## src/hw/sar_seq_pkg.sv

```systemverilog
// Purpose: Shared constants for the serial SAR converter sequencer ends.
// Assumes: One system clock at 40 MHz on both ends.
// Notes: Conversion clock counts are numbered from one.
package sar_seq_pkg;
  localparam int unsigned MCLK_HZ = 40_000_000;
  localparam int unsigned MCLK_PERIOD_NS = 25;
  // Conversion clock period produced by the host end, in ns.
  localparam int unsigned CONV_PERIOD_NS = 300;
  // Half period in system clocks, rounded up, at least one.
  localparam int unsigned HALF_CYC_I =
    (CONV_PERIOD_NS / 2 + MCLK_PERIOD_NS - 1) / MCLK_PERIOD_NS;
  localparam logic [3:0] HALF_CYC =
    (HALF_CYC_I < 1) ? 4'h1 : HALF_CYC_I[3:0];
  localparam int unsigned RES_BITS = 10;
  localparam logic [3:0] CNT_IDLE = 4'h0;
  localparam logic [3:0] CLK_FIRST = 4'h1;
  localparam logic [3:0] CLK_SAMPLE = 4'h3;
  localparam logic [3:0] CLK_MSB = 4'h5;
  localparam logic [3:0] CLK_LAST = 4'hE;
  localparam logic [9:0] RESULT_RST = 10'h000;
endpackage

```

## src/hw/sar_link_if.sv

```systemverilog
// Purpose: Pin level link between the converter and its host.
// Assumes: Data pin is three-state; host resolves level from data_oe.
// Notes: Host drives clock and start; converter drives data.
`timescale 1ns/1ps
`default_nettype none
interface sar_link_if;
  logic conv_clk;
  logic start_convert_n;
  logic data_out;
  logic data_oe;
  modport device (
    input conv_clk,
    input start_convert_n,
    output data_out,
    output data_oe
  );
  modport host (
    output conv_clk,
    output start_convert_n,
    input data_out,
    input data_oe
  );
endinterface
`default_nettype wire

```

## src/hw/sar_conv_device.sv

```systemverilog
// Purpose: Converter end: conversion sequencer and serial result output.
// Assumes: Link pins come from another domain and are synchronised here.
// Notes: A digital sample word stands in for the analog input.
// Notes on behaviour
// Every conversion spans exactly fourteen clock edges.
// Start low seen, next rising edge is clock one.
// Host holds start low one full clock.
// Data driven low from start until MSB.
// Clocks one, two track; sample on clock three.
// Clocks five to fourteen resolve ten bits MSB-first.
// MSB valid at clock five, then one per edge.
// Start high at fifteenth edge: tri-state, idle.
// Synchronized start after clock fourteen falls begins next.
// Prompt restart keeps data low, late restart tri-states.
// Start held low: back-to-back conversions, data low.
// Mode follows only from start timing.
// Host runs clock fourteen per sample, throughout conversion.
// Result coded as straight binary.
// Input tracked until clock three, then ignored.
// Host raises start by clock thirteen for sync mode.
// Three-state data, advanced by conversion clock edges.
// After reset idle with data tri-stated.
`timescale 1ns/1ps
`default_nettype none
module sar_conv_device
  import sar_seq_pkg::*;
(
  input wire logic i_mclk,
  input wire logic i_rstn,
  sar_link_if.device link,
  input wire logic [RES_BITS-1:0] i_sample,
  output logic [RES_BITS-1:0] o_result,
  output logic o_result_valid,
  output logic o_busy
);

  // Next conversion clock number at a rising edge.
  function automatic logic [3:0] next_count(
    input logic [3:0] cnt,
    input logic start_low
  );
    logic [3:0] n;
    n = cnt;
    if (cnt == CNT_IDLE)
    begin
      n = start_low ? CLK_FIRST : CNT_IDLE;
    end
    else if (cnt == CLK_LAST)
    begin
      n = start_low ? CLK_FIRST : CNT_IDLE;
    end
    else
    begin
      n = cnt + 4'h1;
    end
    return n;
  endfunction

  logic clk_s1_q;
  logic clk_s2_q;
  logic clk_s3_q;
  logic sc_s1_q;
  logic sc_s2_q;
  logic rise;
  logic start_low;
  logic [3:0] cnt_q;
  logic [3:0] cnt_d;
  logic [RES_BITS-1:0] held_q;
  logic [RES_BITS-1:0] approx_q;
  logic [RES_BITS-1:0] approx_d;
  logic bit_d;
  logic [3:0] bit_idx;
  logic [RES_BITS-1:0] trial;
  logic data_q;
  logic oe_q;

  // Both pins come from the host's domain.
  always_ff @(posedge i_mclk or negedge i_rstn)
  begin
    if (!i_rstn)
    begin
      clk_s1_q <= 1'b0;
      clk_s2_q <= 1'b0;
      clk_s3_q <= 1'b0;
      sc_s1_q <= 1'b1;
      sc_s2_q <= 1'b1;
    end
    else
    begin
      clk_s1_q <= link.conv_clk;
      clk_s2_q <= clk_s1_q;
      clk_s3_q <= clk_s2_q;
      sc_s1_q <= link.start_convert_n;
      sc_s2_q <= sc_s1_q;
    end
  end

  assign rise = clk_s2_q & ~clk_s3_q;
  assign start_low = ~sc_s2_q;

  always_comb
  begin
    cnt_d = next_count(cnt_q, start_low);
  end

  always_ff @(posedge i_mclk or negedge i_rstn)
  begin
    if (!i_rstn)
    begin
      cnt_q <= CNT_IDLE;
    end
    else if (rise)
    begin
      cnt_q <= cnt_d;
    end
  end

  // Input tracks until the sample edge, then is frozen.
  always_ff @(posedge i_mclk or negedge i_rstn)
  begin
    if (!i_rstn)
    begin
      held_q <= RESULT_RST;
    end
    else if (rise && cnt_d == CLK_SAMPLE)
    begin
      held_q <= i_sample;
    end
  end

  // One successive approximation step per edge, MSB at clock five.
  // The bit index only lies inside the word on bit edges five to fourteen.
  always_comb
  begin
    bit_idx = CLK_LAST - cnt_d;
    trial = approx_q;
    bit_d = 1'b0;
    approx_d = approx_q;
    if (cnt_d >= CLK_MSB)
    begin
      trial[bit_idx] = 1'b1;
      bit_d = (trial <= held_q);
      approx_d[bit_idx] = bit_d;
    end
  end

  always_ff @(posedge i_mclk or negedge i_rstn)
  begin
    if (!i_rstn)
    begin
      approx_q <= RESULT_RST;
    end
    else if (rise)
    begin
      if (cnt_d == CLK_FIRST)
      begin
        approx_q <= RESULT_RST;
      end
      else if (cnt_d >= CLK_MSB)
      begin
        approx_q <= approx_d;
      end
    end
  end

  // Serial pin: low from clock one until the MSB edge.
  always_ff @(posedge i_mclk or negedge i_rstn)
  begin
    if (!i_rstn)
    begin
      data_q <= 1'b0;
      oe_q <= 1'b0;
    end
    else if (rise)
    begin
      if (cnt_d == CNT_IDLE)
      begin
        data_q <= 1'b0;
        oe_q <= 1'b0;
      end
      else if (cnt_d >= CLK_MSB)
      begin
        data_q <= bit_d;
        oe_q <= 1'b1;
      end
      else
      begin
        data_q <= 1'b0;
        oe_q <= 1'b1;
      end
    end
  end

  assign link.data_out = data_q;
  assign link.data_oe = oe_q;

  always_ff @(posedge i_mclk or negedge i_rstn)
  begin
    if (!i_rstn)
    begin
      o_result <= RESULT_RST;
      o_result_valid <= 1'b0;
      o_busy <= 1'b0;
    end
    else
    begin
      o_result_valid <= rise && cnt_d == CLK_LAST;
      if (rise && cnt_d == CLK_LAST)
      begin
        o_result <= approx_d;
      end
      if (rise)
      begin
        o_busy <= (cnt_d != CNT_IDLE);
      end
    end
  end

endmodule // sar_conv_device
`default_nettype wire

```

## src/flat_wrapper.sv

```systemverilog
// flat-port wrapper written by rule: the top's interface ports become plain ports
module sar_conv_device_flat import sar_seq_pkg::*;
  (i_mclk, i_rstn, i_sample, o_result, o_result_valid, o_busy, link_conv_clk, link_start_convert_n, link_data_out, link_data_oe);
  sar_link_if link_i ();
  input wire logic i_mclk;
  input wire logic i_rstn;
  input wire logic [RES_BITS-1:0] i_sample;
  output logic [RES_BITS-1:0] o_result;
  output logic o_result_valid;
  output logic o_busy;
  input wire logic [$bits(link_i.conv_clk)-1:0] link_conv_clk;
  input wire logic [$bits(link_i.start_convert_n)-1:0] link_start_convert_n;
  output wire logic [$bits(link_i.data_out)-1:0] link_data_out;
  output wire logic [$bits(link_i.data_oe)-1:0] link_data_oe;
  assign link_i.conv_clk = link_conv_clk;
  assign link_i.start_convert_n = link_start_convert_n;
  assign link_data_out = link_i.data_out;
  assign link_data_oe = link_i.data_oe;
  sar_conv_device u_core (.i_mclk(i_mclk), .i_rstn(i_rstn), .link(link_i), .i_sample(i_sample), .o_result(o_result), .o_result_valid(o_result_valid), .o_busy(o_busy));
endmodule
```

## config.mk

```make
export PLATFORM = sky130hd
export DESIGN_NAME = sar_conv_device_flat
export DESIGN_NICKNAME = d
export VERILOG_FILES = /design/src/hw/sar_seq_pkg.sv /design/src/hw/sar_link_if.sv /design/src/hw/sar_conv_device.sv /design/src/flat_wrapper.sv
export SDC_FILE = /design/constraint.sdc
export NUM_CORES = 1
export LEC_CHECK = 0
export BUFFER_PORTS_ARGS = -buffer_cell sky130_fd_sc_hd__clkbuf_2
export CAP_MARGIN = 40
export CELL_PAD_IN_SITES_DETAIL_PLACEMENT = 1
export CELL_PAD_IN_SITES_GLOBAL_PLACEMENT = 1
export CORE_MARGIN = 5
export CORE_UTILIZATION = 45
export CTS_CLUSTER_DIAMETER = 100
export DETAILED_ROUTE_END_ITERATION = 10
export HOLD_SLACK_MARGIN = 0.15
export PLACE_DENSITY = 0.79
export SYNTH_ARGS = -nofsm -noshare
export SYNTH_HDL_FRONTEND = slang
export SYNTH_SLANG_ARGS = --single-unit
```

## constraint.sdc

```tcl
create_clock -name i_mclk -period 2.6 [get_ports i_mclk]
set_input_delay 0.26 -clock i_mclk [delete_from_list [all_inputs] [get_ports i_mclk]]
set_output_delay 0.26 -clock i_mclk [all_outputs]
set_load 0.03 [all_outputs]
```

**Word-level counts from Yosys, hierarchy flattened**

Index checks and enable logic that the tools add are counted.

- $add $sub $neg: 2
- Eq/ne operators: 4
- Bitwise logic cells: 3
- Shift-type cells: 0
- $mul: 0
- Div/mod/pow operators: 0
- Reductions and logical operators: 8
- Mux-type cells: 12
- Magnitude comparators: 4

Operator list:

| operator | count |
|---|---|
| $mux 10 | 3 |
| $bwmux 10 | 1 |
| $le 10x10->1 | 1 |
| $or 10x10->10 | 1 |
| $eq 4x4->1 const B | 2 |
| $logic_not 4->1 | 2 |
| $mux 4 | 2 |
| $lt 4x5->1 const B | 1 |
| $mux 1 | 5 |
| $add 4x1->4 const B | 1 |
| $demux 1 s4 | 1 |
| $eq 4x1->1 const B | 1 |
| $eq 4x2->1 const B | 1 |
| $ge 4x1->1 const B | 1 |
| $ge 4x3->1 const B | 1 |
| $reduce_bool 4->1 | 1 |
| $sub 4x4->4 const A | 1 |
| $logic_and 1x1->1 | 3 |
| $reduce_and 2->1 | 1 |
| $reduce_bool 2->1 | 1 |
| $and 1x1->1 | 1 |
| $not 1->1 | 1 |

- Memories: 0
- ROM bits: 0
- Flip-flop bits (word level): 43
- Logic and storage cells: 46
- RAM bits: 0
- Output and inout bits: 14
- Latch bits: 0

**Longest topological paths before layout**

- Depth in word-level cells: 14
- Mapped depth: 10

**Worst setup path after synthesis**

OpenSTA, ideal clock, no wires.

- Path type: register to register
- Start: register u_core.cnt_q[3]
- End: register u_core.approx_q[8]
- Required time: 2.517 ns
- Arrival: 2.182 ns
- Period minus slack after synthesis: 2.264 ns
- Path slack: 0.336 ns
- Stages on the path, launching flop included: 11
- Cells stage by stage: dfrtp_1 -> inv_2 -> nor2_1 -> a21o_1 -> ha_1 -> a21oi_1 -> o21ai_0 -> a2111oi_0 -> a31oi_1 -> buf_2 -> o21ai_0

- Longest elaborated chain between the ends: 14

RTL lines:

| item | line | source |
|---|---|---|
| start: declaration | sar_conv_device.sv:66 | `logic [3:0] cnt_q;` |
| start signal: assignment | sar_conv_device.sv:114 | `cnt_q <= cnt_d;` |
| $add 4x1->4 or $eq 4x4->1 (tied branches) | sar_conv_device.sv:54, sar_conv_device.sv:48 |  |
| $mux 4 | sar_conv_device.sv:48 | `else if (cnt == CLK_LAST)` |
| $mux 4 (*) | sar_conv_device.sv:44 | `if (cnt == CNT_IDLE)` |
| $sub 4x4->4 | sar_conv_device.sv:135 | `bit_idx = CLK_LAST - cnt_d;` |
| $lt 4x5->1 (not written as such) or $ge 4x1->1 (tied branches) | sar_conv_device.sv:141, sar_conv_device.sv:143 |  |
| $logic_and 1x1->1 (not written as such) | sar_conv_device.sv:141, sar_conv_device.sv:143 |  |
| $mux 1 (not written as such) | sar_conv_device.sv:141, sar_conv_device.sv:143 |  |
| $demux 1 s4 | n/a |  |
| $or 10x10->10 (no line) | n/a |  |
| $le 10x10->1 | sar_conv_device.sv:142 | `bit_d = (trial <= held_q);` |
| $bwmux 10 | sar_conv_device.sv:143 | `approx_d[bit_idx] = bit_d;` |
| $mux 10 | sar_conv_device.sv:139 | `if (cnt_d >= CLK_MSB)` |
| $mux 10 | sar_conv_device.sv:159 | `else if (cnt_d >= CLK_MSB)` |
| $mux 10 | sar_conv_device.sv:155 | `if (cnt_d == CLK_FIRST)` |
| end signal: assignment | sar_conv_device.sv:161 | `approx_q <= approx_d;` |
| end: declaration | sar_conv_device.sv:69 | `logic [RES_BITS-1:0] approx_q;` |

Mark *: on every way between the ends. The rest lies on a longest branch, timed or not. The select of a mux whose other input is x is not followed.
A chain may end at the register's enable or synchronous reset.

**Final worst setup path**

- Start: register u_core.cnt_q[1]
- End: register u_core.data_q, in the netlist u_core.link.data_out

- Longest elaborated chain between the ends: 12

RTL lines:

| item | line | source |
|---|---|---|
| $add 4x1->4 or $eq 4x4->1 (tied branches) | sar_conv_device.sv:54, sar_conv_device.sv:48 |  |
| $mux 4 | sar_conv_device.sv:48 |  |
| $mux 4 (*) | sar_conv_device.sv:44 |  |
| $sub 4x4->4 | sar_conv_device.sv:135 |  |
| $lt 4x5->1 (not written as such) or $ge 4x1->1 (tied branches) | sar_conv_device.sv:141 | `trial[bit_idx] = 1'b1;` |
| $logic_and 1x1->1 (not written as such) | sar_conv_device.sv:141 |  |
| $mux 1 (not written as such) | sar_conv_device.sv:141 |  |
| $demux 1 s4 | n/a |  |
| $or 10x10->10 (no line) | n/a |  |
| $le 10x10->1 | sar_conv_device.sv:142 |  |
| $mux 1 | sar_conv_device.sv:181 | `else if (cnt_d >= CLK_MSB)` |
| $mux 1 (*) | sar_conv_device.sv:176 | `if (cnt_d == CNT_IDLE)` |
| end signal: assignment | sar_conv_device.sv:183 | `data_q <= bit_d;` |
| end: declaration | sar_conv_device.sv:74 | `logic data_q;` |

Mark *: on every way between the ends. The rest lies on a longest branch, timed or not.

==> results.json <==
{
  "hpwl_um": 4398,
  "fin_util_pct": 59.26,
  "antenna_cells": 0,
  "synth_area_um2": 2197,
  "cts_tree": "done",
  "final_cells": 341,
  "ys_seq_elements": 42,
  "design_area_um2": 2799,
  "syn_to_final_growth_pct": 27.39,
  "worst-setup-path-type": "flip-flop to flip-flop",
  "dp_cells": 326,
  "synthArstFlopShare_pct": 100.0,
  "p_per_area_nw_per_um2": 1236,
  "drt_iter0_markers": 163,
  "grt-ovfl-total": 0,
  "final_cell_mix": "dfrtp_1 (40), buf_4 (30), clkbuf_2 (27)",
  "hold_path_depth": 2,
  "drv_slew": 0,
  "dieArea_um2": 6380,
  "die_h_um": 79.88,
  "reg2reg_to": "u_core.link.data_out",
  "cap_violations": 0,
  "setup_viol": 0,
  "finalSetupTns_ps": 0,
  "whs_ps": 180.2,
  "synth-edff-count": 0,
  "coreArea_um2": 4723,
  "holdPathEnd": "u_core.held_q[7]",
  "synthFlopType": "dfrtp_1",
  "post-route-drc-count": 0,
  "ys_seq_area_share_pct": 47.95,
  "hold_violations": 0,
  "clockRootBuffer": "clkbuf_8",
  "reg2reg_depth": 11,
  "hold_path_class": "primary input to flip-flop",
  "worstHoldStart": "i_sample[7]",
  "timing.rr.start": "u_core.cnt_q[1]",
  "worst_setup_path_end_kind": "flip-flop",
  "clkTransAtPathRegs_ps": 90,
  "avgSynthCellArea_um2": 10.12,
  "syn-num-nets": 241,
  "port_buffers": 27,
  "crit_fanout": 8,
  "worstSkewPairLatency_ps": 310,
  "wl_per_cell_um": 19.32,
  "required_ps": 2810,
  "status": "finished, final reports clean",
  "fin_nets": 297,
  "rows": 25,
  "die_w_um": 79.88,
  "worst-r2r-setup-slack_ps": 130,
  "grt_pass1_vias": 2061,
  "post-route-period-util_pct": 95.15,
  "ant_nets": 0,
  "finalCriticalPeriod_ps": 2474,
  "ys.warnings.count": 0,
  "layout_commonest_cell": "dfrtp_1",
  "slew_headroom_pct": 46.64,
  "grt_antenna_before_repair": 0,
  "cts.sinks": 42,
  "place_congestion": 0.8810,
  "grt_pass1_wl_um": 10810,
  "cts_buffers": 5,
  "start_util_pct": 46.52,
  "io_pins": 28,
  "grt_max_degree": 33,
  "drive_gt1_share_pct": 36.50,
  "start_kind": "flip-flop",
  "fmax_mhz": 404.2,
  "wirelength_um": 6588,
  "finalClockSkew_ps": 11.16,
  "grt_usage_pct": 22.76,
  "clock_path_buffers": 2,
  "postSynthCellCount": 217,
  "dpl_cell_area_um2": 2555,
  "yosys.cell_types.count": 43,
  "viasPerCell": 5.677,
  "cts_max_level": 2,
  "dr.pass1.iters": 4,
  "worst_pin_slew_ps": 800.4,
  "cellLeakagePower_uw": 0.001380,
  "vias": 1936,
  "ir_worst_vdd_mv": 0.5659,
  "critical_path_arrival_ps": 2680
}
[synth_stat cells, types with 6 or more instances]
cell type	n	area share, %
a21o_1	7	2.4
a21oi_1	13	3.0
buf_2	6	1.4
dfrtp_1	40	46
ha_1	10	5.7
inv_1	13	2.2
mux2_1	6	3.1
mux2_2	13	6.7
nand2_1	16	2.7
nand3_1	8	1.8
nor2_1	15	2.6
o21ai_0	17	3.9
[worst max-delay path by stage]
stage,from,endpoint,cells past startpoint
6_report,u_core.cnt_q[1],u_core.link.data_out,11
5_1_grt,u_core.cnt_q[1],u_core.link.data_out,11
4_1_cts,u_core.cnt_q[1],u_core.link.data_out,11
3_5_place_dp,u_core.cnt_q[3],u_core.link.data_out,12
3_3_place_gp,u_core.cnt_q[3],u_core.approx_q[5],11
2_1_floorplan,u_core.cnt_q[3],u_core.approx_q[8],10
[routing by layer]
layer  vias to the layer above  part of all wire, %  GRT usage, %
li1                        877                    -             -
met1                       947                   42         27.15
met2                        86                   49         38.90
met3                        26                  5.7         5.192
met4                         0                  3.2         10.30
met5                         -                    0             0
[cell type report]
type                       instances  area (um^2)
tap                               67        83.83
clock inverter                     1        30.03
sequential                        42         1054
timing repair buffer              62        412.9
multi-input combinational        148         1080
inverter                          14        52.55
clock buffer                       7        86.33
fill                             533         1924
[report_power, final]
| group | switching (uW) | leakage [uW] | internal, uW |
|---|---|---|---|
| Clock | 244 | 0.0000585 | 313 |
| Sequential | 154 | 0.000531 | 876 |
| Combinational | 1060 | 0.000791 | 809 |
| Total | 1460 | 0.00138 | 2000 |
[cell families after synthesis]
| logic type | synth area share, % |
|---|---|
| multiplexers | 10.19 |
| AND/OR/NAND/NOR | 13.33 |
| buffers and inverters | 5.637 |
| flip-flops | 47.95 |
| adder cells (fa/ha/maj) | 5.695 |
| AO/OA/AOI/OAI | 17.20 |
[state kept, by name, summed over array words and instances, names as in the netlist]
signal	cells
u_core.o_busy	1
u_core.link.data_out	1
u_core.o_result_valid	1
u_core.clk_s3_q	1
u_core.o_result	10
u_core.cnt_q	4
u_core.approx_q	10
u_core.sc_s2_q	1
u_core.held_q	10
u_core.sc_s1_q	1
u_core.clk_s1_q	1
u_core.clk_s2_q	1
[through the flow]
step	total power, uW	setup slack (ps)
2_1_floorplan	1978	335.8
3_3_place_gp	2513	-265.8
3_5_place_dp	2623	-341.5
4_1_cts	3277	4.926
5_1_grt	3679	-11.48
6_report	3460	126.0
[critical path, cell delays in order (launching register included)]
cell       delay, ps
dfrtp_1          440
nor2_1           140
buf_4            160
a21o_1           200
ha_4             220
buf_4            140
a21oi_2          130
o21ai_2           90
a2111oi_4        420
a31oi_2          100
buf_6            160
o41ai_2          200
[what timing repair did]
action / CTS / global route
endpoints found under the setup margin: 12 / 12
hold buffers: 3 / 0
setup buffers: 3 / 1
gates resized for setup: 3 / 12
endpoints found under the hold margin: 30 / 0
pin swaps: 1 / 3
No activity file was read; power rests on OpenSTA's default activity.
